**config.mk**
```make
export PLATFORM = sky130hd
export DESIGN_NAME = lamind_top
export DESIGN_NICKNAME = d
export VERILOG_FILES = /design/src/hdl/lamind_pkg.sv /design/src/hdl/lamind_top.sv
export SDC_FILE = /design/constraint.sdc
export NUM_CORES = 1
export LEC_CHECK = 0
export BUFFER_PORTS_ARGS = -buffer_cell sky130_fd_sc_hd__buf_2
export CAP_MARGIN = 20
export CORE_MARGIN = 1.5
export CORE_UTILIZATION = 30
export CTS_CLUSTER_SIZE = 14
export DETAILED_ROUTE_END_ITERATION = 12
export PLACE_DENSITY_LB_ADDON = 0.25
export REMOVE_ABC_BUFFERS = 1
export SLEW_MARGIN = 0
export SYNTH_ARGS = -nofsm -noshare
export SYNTH_HDL_FRONTEND = slang
export SYNTH_SLANG_ARGS = --single-unit
```
**constraint.sdc**
```tcl
create_clock -name sys_clk -period 16.57 [get_ports sys_clk]
set_input_delay 0.8285 -clock sys_clk [delete_from_list [all_inputs] [get_ports sys_clk]]
set_output_delay 0.8285 -clock sys_clk [all_outputs]
set_load 0.02 [all_outputs]
```
**src/hdl/lamind_pkg.sv**
```systemverilog
// Constants for the leak alarm mode indicator
package lamind_pkg;
   localparam int unsigned CLK_HZ = 100_000_000;
   localparam int unsigned SLOW_HALF_S = 2;
   localparam int unsigned FAST_HALF_MS = 250;
   localparam int unsigned FAULT_GAP_S = 5;
   localparam int unsigned DELAY_MIN = 5;
   localparam int unsigned TEST_MIN = 5;
   localparam int unsigned DOUBLE_PRESS_S = 5;
   localparam int unsigned FLASH_HALF_MS = 250;
   localparam int unsigned BOARD_BLINKS = 2;
   localparam int unsigned COMM_BLINKS = 3;
   localparam int unsigned SENSOR_BLINKS = 4;
   // Default tick: one millisecond of sys_clk
   localparam int unsigned MS_CYCLES = CLK_HZ / 1000;
   localparam int unsigned SLOW_HALF_MS = SLOW_HALF_S * 1000;
   localparam int unsigned FAULT_GAP_MS = FAULT_GAP_S * 1000;
   localparam int unsigned DELAY_MS = DELAY_MIN * 60_000;
   localparam int unsigned TEST_MS = TEST_MIN * 60_000;
   localparam int unsigned PRESS_MS = DOUBLE_PRESS_S * 1000;
   typedef enum logic [2:0] {
      LAMIND_NORMAL = 3'h0,
      LAMIND_LEAK = 3'h1,
      LAMIND_DELAY = 3'h3,
      LAMIND_TEST = 3'h2,
      LAMIND_BOARD = 3'h6,
      LAMIND_COMM = 3'h7,
      LAMIND_SENSOR = 3'h5
   } lamind_mode_e;
endpackage

```
**src/hdl/lamind_top.sv**
```systemverilog
// Mode controller and status lamp sequencer for the leak detection board
// What this block does
// - No fault or leak: lamp two seconds on, two seconds off, repeating.
// - Sensor reports leak: leak-alarm mode with fast lamp blink.
// - After leak clears, stay in delay mode five minutes, then normal.
// - Delay mode holds the lamp steadily lit.
// - Any alarm or fault ending passes through the five-minute delay.
// - Two button presses within five seconds start the verification test.
// - Verification test acts as simulated leak with fast blink, five minutes max.
// - Test timeout returns to normal with no technician action.
// - One button press during the test ends it early.
// - Board fault: two blinks, five seconds dark, repeating.
// - No sensor communication: three blinks, five seconds dark, repeating.
// - Sensor internal error: four blinks, five seconds dark, repeating.
// - Relay failure or sensor-line short raises the board fault.
// - Leak or delay disables heating/cooling and runs the indoor blower.
// - Leak during delay re-enters alarm and restarts clear-and-delay later.
`timescale 1ns/1ns
`default_nettype none
module lamind_top #(
   parameter int unsigned MS_CYCLES = lamind_pkg::MS_CYCLES,
   parameter int unsigned DELAY_MS = lamind_pkg::DELAY_MS,
   parameter int unsigned TEST_MS = lamind_pkg::TEST_MS
) (
   input wire logic sys_clk,
   input wire logic srst,
   input wire logic leak_seen,
   input wire logic sensor_link_ok,
   input wire logic sensor_error,
   input wire logic relay_fail,
   input wire logic line_short,
   input wire logic button,
   output logic lamp,
   output logic hvac_enable,
   output logic blower_on,
   output logic [2:0] mode
);
   // Zero would wrap the minus-one compares and stall the time base or a count
   if (MS_CYCLES < 1 || DELAY_MS < 1 || TEST_MS < 1) begin : g_bad_param
      $error("Tick and timing counts must be at least one");
   end

   logic [31:0] pre_r;
   logic tick;
   logic btn_d_r;
   logic press;
   logic [31:0] win_r;
   logic armed_r;
   logic test_r;
   logic [31:0] test_cnt_r;
   logic delay_r;
   logic [31:0] delay_cnt_r;
   logic board_f;
   logic leak_now;
   logic any_fault;
   lamind_pkg::lamind_mode_e mode_r;
   lamind_pkg::lamind_mode_e mode_nxt;
   logic [31:0] pat_r;
   logic [3:0] blinks;
   logic pat_len_hit;
   logic lamp_nxt;

   // Millisecond time base
   always_ff @(posedge sys_clk) begin
      if (srst || pre_r == MS_CYCLES - 1) begin
         pre_r <= 32'h0;
      end else begin
         pre_r <= pre_r + 32'h1;
      end
   end
   assign tick = (pre_r == MS_CYCLES - 1);

   // Button is a clean level; a press is its rising edge
   always_ff @(posedge sys_clk) begin
      if (srst) begin
         btn_d_r <= 1'b0;
      end else begin
         btn_d_r <= button;
      end
   end
   assign press = button && !btn_d_r;

   assign board_f = relay_fail || line_short;
   assign leak_now = sensor_link_ok && leak_seen;
   assign any_fault = board_f || !sensor_link_ok || sensor_error;

   // Double press window; test start and stop
   always_ff @(posedge sys_clk) begin
      if (srst) begin
         armed_r <= 1'b0;
         win_r <= 32'h0;
         test_r <= 1'b0;
         test_cnt_r <= 32'h0;
      end else if (test_r) begin
         armed_r <= 1'b0;
         if (press) begin
            test_r <= 1'b0;
         end else if (tick) begin
            if (test_cnt_r == TEST_MS - 1) begin
               test_r <= 1'b0;
            end else begin
               test_cnt_r <= test_cnt_r + 32'h1;
            end
         end
      end else if (press && armed_r) begin
         armed_r <= 1'b0;
         test_r <= 1'b1;
         test_cnt_r <= 32'h0;
      end else if (press) begin
         armed_r <= 1'b1;
         win_r <= 32'h0;
      end else if (armed_r && tick) begin
         if (win_r == lamind_pkg::PRESS_MS - 1) begin
            armed_r <= 1'b0;
         end else begin
            win_r <= win_r + 32'h1;
         end
      end
   end

   // Delay restarts while any alarm or fault stands; runs out once all clear
   always_ff @(posedge sys_clk) begin
      if (srst) begin
         delay_r <= 1'b0;
         delay_cnt_r <= 32'h0;
      end else if (leak_now || any_fault) begin
         delay_r <= 1'b1;
         delay_cnt_r <= 32'h0;
      end else if (delay_r && tick) begin
         if (delay_cnt_r == DELAY_MS - 1) begin
            delay_r <= 1'b0;
         end else begin
            delay_cnt_r <= delay_cnt_r + 32'h1;
         end
      end
   end

   // Display priority
   always_comb begin
      if (leak_now) begin
         mode_nxt = lamind_pkg::LAMIND_LEAK;
      end else if (board_f) begin
         mode_nxt = lamind_pkg::LAMIND_BOARD;
      end else if (!sensor_link_ok) begin
         mode_nxt = lamind_pkg::LAMIND_COMM;
      end else if (sensor_error) begin
         mode_nxt = lamind_pkg::LAMIND_SENSOR;
      end else if (test_r) begin
         mode_nxt = lamind_pkg::LAMIND_TEST;
      end else if (delay_r) begin
         mode_nxt = lamind_pkg::LAMIND_DELAY;
      end else begin
         mode_nxt = lamind_pkg::LAMIND_NORMAL;
      end
   end

   always_ff @(posedge sys_clk) begin
      if (srst) begin
         mode_r <= lamind_pkg::LAMIND_NORMAL;
      end else begin
         mode_r <= mode_nxt;
      end
   end

   // Blink counts per fault mode
   always_comb begin
      case (mode_r)
         lamind_pkg::LAMIND_BOARD: blinks = 4'(lamind_pkg::BOARD_BLINKS);
         lamind_pkg::LAMIND_COMM: blinks = 4'(lamind_pkg::COMM_BLINKS);
         lamind_pkg::LAMIND_SENSOR: blinks = 4'(lamind_pkg::SENSOR_BLINKS);
         default: blinks = 4'h0;
      endcase
   end

   function automatic logic [31:0] pattern_len(input lamind_pkg::lamind_mode_e m,
                                                  input logic [3:0] n);
      case (m)
         lamind_pkg::LAMIND_NORMAL: pattern_len = 2 * lamind_pkg::SLOW_HALF_MS;
         lamind_pkg::LAMIND_LEAK,
         lamind_pkg::LAMIND_TEST: pattern_len = 2 * lamind_pkg::FAST_HALF_MS;
         lamind_pkg::LAMIND_DELAY: pattern_len = 32'h1;
         default: pattern_len = 32'(n) * 2 * lamind_pkg::FLASH_HALF_MS
                                + lamind_pkg::FAULT_GAP_MS;
      endcase
   endfunction

   assign pat_len_hit = (pat_r >= pattern_len(mode_r, blinks) - 1);

   // Pattern phase restarts on every mode change so each pattern begins cleanly
   always_ff @(posedge sys_clk) begin
      if (srst || mode_r != mode_nxt) begin
         pat_r <= 32'h0;
      end else if (tick) begin
         pat_r <= pat_len_hit ? 32'h0 : pat_r + 32'h1;
      end
   end

   always_comb begin
      case (mode_r)
         lamind_pkg::LAMIND_NORMAL: lamp_nxt = pat_r < lamind_pkg::SLOW_HALF_MS;
         lamind_pkg::LAMIND_LEAK,
         lamind_pkg::LAMIND_TEST: lamp_nxt = pat_r < lamind_pkg::FAST_HALF_MS;
         lamind_pkg::LAMIND_DELAY: lamp_nxt = 1'b1;
         default: lamp_nxt = (pat_r < 32'(blinks) * 2 * lamind_pkg::FLASH_HALF_MS)
                             && ((pat_r / lamind_pkg::FLASH_HALF_MS) % 2 == 0);
      endcase
   end

   always_ff @(posedge sys_clk) begin
      if (srst) begin
         lamp <= 1'b0;
         hvac_enable <= 1'b0;
         blower_on <= 1'b0;
      end else begin
         lamp <= lamp_nxt;
         // Test mode mitigates too, as it simulates a leak
         hvac_enable <= !(leak_now || delay_r || test_r);
         blower_on <= leak_now || delay_r || test_r;
      end
   end

   assign mode = mode_r;
endmodule
`default_nettype wire

```
==> qor.csv, run 1 <==
metric;value;unit
status;completed;
drt first pass iters;6;
cts hold-fix bufs;0;
CP Data Arrival Time;16360;ps
Layout Nets;2290;
Syn Inst Count;2112;
Design Power;0.896;mW
FF-to-FF End;lamp;
Post-Synth XOR/XNOR Area;11.7;%
Final Hold Viols;0;
Area Growth Syn to Fin;20.4;%
Clock power frac;48.9;%
Slew @ Worst Pin;994;ps
Buffers on Ports;13;
Area contributors post-synth;dfxtp_1, nor2_1, xor2_1, xnor2_1, nand2_1;
Worst Hold Class;register to register;
Setup crit start;pat_r[24];
slew margin rel.;33.2;%
Post-synth EDFFs;0;
Pwr Density;47.2;nW/um^2
Switch Pwr;0.223;mW
P_leak;6.54;nW
Post-synth ARST share;0;%
cell internal pwr;0.673;mW
Hold Slack;456;ps
initial antenna violation count;1;
fin area;19000;um^2
Synth top area share;21.6;%
die width;232;um
r2r worst-path depth;60;
CTS H-tree lvls;4;
CTS root buffer;clkbuf_16;
crit path launch type;register;
CTS buffer count;17;
Worst Setup EP;lamp;
simple-gate area share of the yosys netlist;29.5;%
CTS tree;yes;
Critical Path Sink Type;register;
worst-skew pair later-pin latency;440;ps
Iteration-0 DRC Markers;896;
reg2reg setup slack;550;ps
Detailed Route WL;42700;um
ys flop type;dfxtp_1;
Routed Antenna Nets;0;
Crit-path slowest cell;or4_1;
Die ar.;53900;um^2
R2R Path Start;pat_r[24];
first-pass GRT wire length;70900;um
Post-Syn Area;15800;um^2
CP peak stage delay;590;ps
Clock Skews;10.7;ps
Mean Syn Cell Area;7.46;um^2
Vias;15800;
# DRC;0;
Worst Path Required;16900;ps
Reg clk slew, reported paths;70;ps
DR vias/cell;5.38;
yosys warns;0;
Global Route Usage Sum;15.3;%
crit share post-route;96.7;%
Synth Area in Compound Gates;27.3;%
IO Count;14;
DP Wirelength;31700;um
vias in the first global route;14600;
sw frac;24.9;%
fin crit period;16020;ps
Placed Area;17500;um^2
Combinational Power Share;4.9;%
Cell Rows;83;
maxcap violations;0;
Final Max Tran Viols;0;
multiplexer area fraction after synthesis;2.41;%
Yosys cell types;132;
largest net degree at the start of global routing;33;
remaining global-route overflow;0;
cell mode on critical path;buf_4;
layout cells sized above 1;18.7;%
# setup viols final;0;
main combinational cell family by area after synthesis;simple AND/OR/NAND/NOR gates;
adder-cell area share of the yosys netlist;3.67;%
Initial Util;30.5;%
worst-path fanout max;19;
Ant. Diodes;0;
WL per Instance;14.6;um
DIE HEIGHT;232;um
Yosys reg bits;170;
Peak VDD IR;0.0838;mV
Max clock buf depth;2;
RePlAce Congestion;0.911;
fmax;62.4;MHz
part of the power in registers;46.2;%
Seq/Total Area, Yosys;21.6;%
core area;51600;um^2
cell taking the most area after synthesis;dfxtp_1;
clock sinks;170;
Setup Crit Path Kind;register to register;
worst max-delay path: cells and delay by family (launching register included):
family / cells / cell delay [ps]
buf+inv: 6 / 1010
simple gates: 18 / 5360
compound gates: 31 / 7560
fa+ha+maj: 1 / 370
xor+xnor: 2 / 520
flops: 1 / 410
mux: 2 / 670
placed cells by master (no fill, tap or decap), types with 9 or more instances in the layout:
cell type / synthesis / layout
nor3_1: 68 / 63
dfxtp_1: 170 / 165
o31ai_1: 15 / 13
o21ai_1: 18 / 16
nand2b_1: 22 / 22
o22ai_1: 17 / 14
xor2_1: 105 / 104
nor2_1: 267 / 266
o21a_1: 16 / 16
o21ai_0: 106 / 97
ha_1: 43 / 43
nand3_1: 87 / 84
a21oi_1: 107 / 106
a211oi_1: 19 / 15
nand4_1: 42 / 42
o211ai_1: 26 / 26
nor4_1: 37 / 30
and2_1: 27 / 25
clkbuf_16: 0 / 17
xnor2_1: 98 / 95
a21o_1: 22 / 21
a211o_1: 9 / 9
or3_1: 43 / 43
buf_4: 2 / 175
or2_2: 18 / 18
mux2i_1: 22 / 18
a31oi_1: 18 / 17
and4_1: 11 / 10
nor2b_1: 19 / 19
inv_1: 51 / 51
o21ai_2: 6 / 16
and3_1: 45 / 42
nand2_1: 191 / 190
o31a_1: 16 / 15
buf_2: 23 / 13
synth_stat cells (8+ instances only):
library cell,count
o21ai_1,18
nand4_1,42
a211oi_1,19
a21o_1,22
or4_1,9
buf_2,23
o31a_1,16
nor2_1,267
a31oi_1,18
mux2i_1,22
o21ai_0,106
o211ai_1,26
a21oi_1,107
or3_1,43
a311oi_1,8
nand2b_1,22
dfxtp_1,170
o211a_1,8
nor2b_1,19
o21a_1,16
o31ai_1,15
and3_1,45
ha_1,43
nor4b_1,8
inv_1,51
nand3_1,87
or2_1,8
clkbuf_1,55
nor4_1,37
and2_1,27
o22ai_1,17
or2_2,18
a211o_1,9
xor2_1,105
xnor2_1,98
and4_1,11
nand2_1,191
nor3_1,68
metrics by stage:
step	setup TNS (ps)	utilization, %	instances	worst slack (ps)
after floorplan	0	-	2025	136
after global placement	0	33.8	2870	53.4
after detailed placement	-48.1	33.9	2871	-48.1
after CTS	0	35.2	2905	38.8
after global routing	-145	36.8	2932	-145
final	0	36.8	2932	548
what timing repair did:
item / in CTS / in global routing
setup buffers: 2 / 26
resized for setup: 5 / 118
setup endpoints to repair: 1 / 1
pin swaps: 1 / 26
per-layer routing:
| layer | wire length [um] | part of all wire (%) | GRT usage [%] |
|---|---|---|---|
| met2 | 19900 | 47 | 25.3 |
| met5 | 0 | 0 | 0 |
| met3 | 1090 | 2.6 | 1.74 |
| met4 | 399 | 0.93 | 3.49 |
| met1 | 21300 | 50 | 21.2 |
final cells by class:
type,instances,area (um^2)
fill,5377,32600
multi-input combinational,1795,12300
sequential,170,3410
timing repair buffer,195,1490
tap,680,851
clock buffer,17,425
clock inverter,15,225
inverter,60,225
flip-flops by register name, summed over array words and instances, names as in the netlist, 3 cells and up:
register,flops
pre_r,32
delay_cnt_r,32
win_r,32
pat_r,32
test_cnt_r,32
mode,3
power by group through the flow:
stage | sequential, mW | combinational (mW) | clock (mW)
floorplan | 0.424 | 0.0299 | 0
global placement | 0.424 | 0.0434 | 0
CTS | 0.415 | 0.0441 | 0.451
finish | 0.414 | 0.0436 | 0.439
global route | 0.415 | 0.0499 | 0.469
detailed placement | 0.424 | 0.0437 | 0
cells by family (layout without fill, tap and decap cells):
kind of cell	Yosys count	in the layout
DFF	170	170
and+or+nand+nor	931	931
xor gates and xnor gates	207	207
AOI/OAI and AO/OA	577	577
buffers and inverters	147	287
adders and majority gates	47	47
muxes	33	33
worst min path at each step:
| stage | start | end | slack [ps] | depth (start not counted) |
|---|---|---|---|---|
| floorplan | pre_r[0] | pre_r[0] | 430 | 1 |
| global placement | pre_r[0] | pre_r[0] | 450 | 1 |
| detailed placement | pre_r[0] | pre_r[0] | 450 | 1 |
| CTS | pre_r[0] | pre_r[0] | 470 | 1 |
| global route | pre_r[0] | pre_r[0] | 480 | 1 |
| finish | pre_r[0] | pre_r[0] | 460 | 1 |
No activity file was read; power rests on OpenSTA's default activity.
==> run 2: changes to the inputs <==
==> constraint.sdc (replaced) <==
create_clock -name sys_clk -period 19.08 [get_ports sys_clk]
set_input_delay 0.954 -clock sys_clk [delete_from_list [all_inputs] [get_ports sys_clk]]
set_output_delay 0.954 -clock sys_clk [all_outputs]
set_load 0.02 [all_outputs]
==> run 2 against run 1 <==
Flip-flop and latch count is the same. Worst hold slack gained 9.7 ps. Utilization down 3.4 points. Global-route usage shrank 0.23 points. Critical endpoint unchanged. Highest routed layer unchanged. Count of clock-buffer cells in the layout unchanged. Final cell count fell by 5.4%. Largest power group unchanged. Combinational power down 12%. First-iteration DRC count is 10% higher.
==> qor.csv, run 2 (synthesized netlist as in run 1, its figures left out) <==
metric;value;unit
Global Route Usage Sum;15.1;%
CTS root buffer;clkbuf_16;
drt first pass iters;5;
fmax;55.6;MHz
P_leak;5.63;nW
CTS buffer count;17;
# setup viols final;0;
Iteration-0 DRC Markers;986;
status;completed;
RePlAce Congestion;0.875;
CP peak stage delay;650;ps
Hold Slack;466;ps
Detailed Route WL;41000;um
CP Data Arrival Time;18330;ps
Routed Antenna Nets;0;
Pwr Density;44.7;nW/um^2
most frequent cells in the layout;nor2_1, nand2_1, dfxtp_1;
largest net degree at the start of global routing;33;
Reg clk slew, reported paths;80;ps
DR vias/cell;5.51;
first-pass GRT wire length;69500;um
GR Util met3;1.83;%
worst-path fanout max;14;
clock sinks;170;
Die ar.;53900;um^2
fin crit period;17990;ps
Cell Rows;83;
maxcap violations;0;
GR Util met1;21.5;%
R2R Path Start;pat_r[30];
initial antenna violation count;0;
Final Max Tran Viols;0;
Clock Skews;13.6;ps
DP Wirelength;30300;um
Slew @ Worst Pin;952;ps
vias in the first global route;14000;
# DRC;0;
Setup crit start;pat_r[30];
Setup Crit Path Kind;register to register;
CTS H-tree lvls;4;
Ant. Diodes;0;
Worst Path Required;19420;ps
slew margin rel.;36.5;%
Initial Util;30.5;%
crit path launch type;register;
WL per Instance;14.8;um
core area;51600;um^2
Critical Path Sink Type;register;
Max clock buf depth;2;
Area Growth Syn to Fin;9.38;%
commonest non-fill, non-tap cell in the layout;nor2_1;
Final Core Density;33.4;%
global route hottest layer;met2;
IO Count;14;
DIE HEIGHT;232;um
Buffers on Ports;13;
Final Hold Viols;0;
remaining global-route overflow;0;
die width;232;um
worst-skew pair later-pin latency;450;ps
CTS tree;yes;
Crit-path slowest cell;or4_1;
Layout Nets;2133;
crit share post-route;94.3;%
Vias;15300;
Worst Hold Class;register to register;
Peak VDD IR;0.0680;mV
layout cells sized above 1;9.55;%
M2 GR Usage;24.2;%
worst hold start;pre_r[0];
## run 2: through the flow
step	std cells	total power [mW]	setup WS, ps	instance area [um^2]	setup TNS, ps
floorplan	2025	0.394	2650	15400	0
global placement	2730	0.406	853	16400	0
detailed placement	2730	0.406	271	16400	0
CTS	2762	0.782	214	17000	0
global route	2775	0.803	-37.0	17200	-37.0
finish	2775	0.771	1090	17200	0
## run 2: timing repair
item	4_1_cts	5_1_grt
hold buffers	0	0
hold endpoints to repair	0	0
gates resized for setup	0	21
setup buffers	0	12
setup endpoints to repair	0	1
## run 2: metal layers
layer  routed length [um]  share of wire, %
met1                20600                50
met2                18500                45
met3                 1390               3.4
met4                  444               1.1
met5                    0                 0
## run 2: cell type report
class / count / area [um^2]
clock buffer: 17 / 425
clock inverter: 15 / 205
fill: 5477 / 34400
inverter: 60 / 225
multi-input combinational: 1795 / 11900
sequential: 170 / 3410
tap: 680 / 851
timing repair buffer: 38 / 250
## run 2: final timing paths
path	to	slack [ps]	cells after the start
worst max-delay path	lamp	1090	56
worst max register to register	lamp	1090	56
worst min-delay path	pre_r[0]	470	1
worst min register to register	pre_r[0]	470	1
## run 2: critical path: cells and delay by family, from the launching register on
| kind | cells | cell delay (ps) |
|---|---|---|
| DFF | 1 | 610 |
| AOI/OAI and AO/OA | 32 | 9080 |
| and+or+nand+nor | 18 | 6420 |
| xor gates and xnor gates | 1 | 200 |
| buffers and inverters | 1 | 180 |
| muxes | 4 | 1350 |
## run 2: where the power goes
part	leakage, nW	switching, mW	internal [mW]
Sequential	1.37	0.00305	0.357
Combinational	3.95	0.0245	0.0139
Clock	0.304	0.171	0.201
==> run 3: changes to the inputs <==
--- a/config.mk
+++ b/config.mk
@@ -11,7 +11,7 @@
 export CORE_UTILIZATION = 30
 export CTS_CLUSTER_SIZE = 14
 export DETAILED_ROUTE_END_ITERATION = 12
-export PLACE_DENSITY_LB_ADDON = 0.25
+export PLACE_DENSITY = 0.43
 export REMOVE_ABC_BUFFERS = 1
 export SLEW_MARGIN = 0
 export SYNTH_ARGS = -nofsm -noshare
==> run 3 against run 2 <==
Count of clock-buffer cells in the layout increased by 4. Setup slack improved by 160 ps. Die area unchanged. Fmax increased by 0.91%. Worst hold slack improved by 1.0 ps. Clock skew decreased by 3.7 ps. Total power decreased by 1.8%. Global-route usage increased by 0.81 points. Clock power decreased by 4%. Sequential power about the same. Flip-flop and latch count unchanged.
==> qor.csv, run 3 (synthesized netlist as in run 1, its figures left out) <==
metric;value;unit
# DRC;0;
Clock Skews;9.90;ps
DR top layer;met4;
fmax;56.1;MHz
Design Power;0.757;mW
first-pass GRT wire length;72700;um
worst-path fanout max;13;
vias in the first global route;14300;
clock sinks;170;
CTS root buffer;clkbuf_16;
Initial Util;30.5;%
reg2reg setup slack;1250;ps
P_leak;5.69;nW
DR WL met2;19200;um
Peak VDD IR;0.0610;mV
worst slack at placement;241;ps
maxcap violations;0;
PnR worst setup slack;1250;ps
Ant. Diodes;0;
Worst Hold Class;register to register;
Iteration-0 DRC Markers;930;
setup TNS;0;ps
Area Growth Syn to Fin;10.0;%
# setup viols final;0;
DP Wirelength;32100;um
layout cells sized above 1;10.3;%
Final Hold Viols;0;
IO Count;14;
core area;51600;um^2
FF-to-FF End;lamp;
die width;232;um
Worst Path Required;19410;ps
WHS Path Cells;1;
WL per Instance;15.5;um
Crit-path slowest cell;or4_1;
worst-skew pair later-pin latency;440;ps
fill cell count;5521;
commonest non-fill, non-tap cell in the layout;nor2_1;
RSZ-0062 raised after global routing;no;
most frequent cells in the layout;nor2_1, nand2_1, dfxtp_1;
hold endpoint;pre_r[0];
status;completed;
Routed Antenna Nets;0;
Global Route Usage Sum;15.9;%
Critical Path Sink Type;register;
Detailed Route WL;43000;um
fin crit period;17830;ps
Die ar.;53900;um^2
Buffers on Ports;13;
DIE HEIGHT;232;um
r2r worst-path depth;56;
DR vias/cell;5.44;
Max clock buf depth;2;
remaining global-route overflow;0;
slew margin rel.;33.0;%
Cell Rows;83;
drt first pass iters;5;
Met3 Routed Length;1020;um
Final Max Tran Viols;0;
RePlAce Congestion;0.817;
crit share post-route;93.4;%
Setup Crit Path Kind;register to register;
Layout Nets;2141;
wl on met1;22200;um
initial antenna violation count;0;
Final Core Density;33.6;%
Reg clk slew, reported paths;70;ps
cell mode on critical path;or4_1;
worst hold start;pre_r[0];
largest net degree at the start of global routing;33;
Slew @ Worst Pin;1000;ps
crit path launch type;register;
CTS tree;yes;
R2R Path Start;pat_r[27];
CP Data Arrival Time;18160;ps
Pwr Density;43.6;nW/um^2
CTS H-tree lvls;4;
CTS buffer count;17;
CP peak stage delay;680;ps
Vias;15100;
## run 3: metrics by stage
step                      instance area [um^2]  hold WS (ps)  std cells
after floorplan                          15400           426       2025
after global placement                   16500           449       2738
after detailed placement                 16500           456       2738
after CTS                                17100           472       2770
after global routing                     17300           505       2783
final                                    17300           467       2783
## run 3: how the worst max path moves through the flow
stage | start | end | cells past startpoint
global placement | pat_r[30] | lamp | 56
finish | pat_r[27] | lamp | 56
detailed placement | pat_r[30] | lamp | 55
global route | pat_r[27] | lamp | 57
CTS | pat_r[30] | lamp | 55
floorplan | pat_r[30] | lamp | 55
## run 3: area by class of cell
class	count	area (um^2)	share of cell area, %
clock buffer	21	470	2.71
clock inverter	11	131	0.758
tap	680	851	4.91
timing repair buffer	46	313	1.80
multi-input combinational	1795	11900	68.9
inverter	60	225	1.30
sequential	170	3410	19.7
## run 3: where the power goes
part / switching (mW) / leakage (nW) / total (mW) / internal, mW
clock network: 0.162 / 0.293 / 0.358 / 0.196
registers: 0.00293 / 1.37 / 0.360 / 0.357
logic: 0.0251 / 4.02 / 0.0389 / 0.0139
total: 0.190 / 5.69 / 0.757 / 0.567
## run 3: repair_timing
item / in CTS / in global routing
endpoints found under the hold margin: 0 / 0
hold buffers: 0 / 0
resized for setup: 0 / 35
setup endpoints to repair: 0 / 1
buffers inserted: 0 / 13
## run 3: metal layers
metal | global-route usage, % | vias to the layer above
met2 | 25.5 | 227
met4 | 3.88 | 0
met5 | 0 | -
met3 | 1.69 | 41
li1 | - | 7747
met1 | 22.6 | 7130
## run 3: worst max-delay path, delay by kind of cell (launching register included)
kind,cells,cell delay [ps]
XOR/XNOR,1,200
multiplexers,4,1430
AO/OA/AOI/OAI,33,9220
AND/OR/NAND/NOR,17,5970
buffers and inverters,1,250
flip-flops,1,570
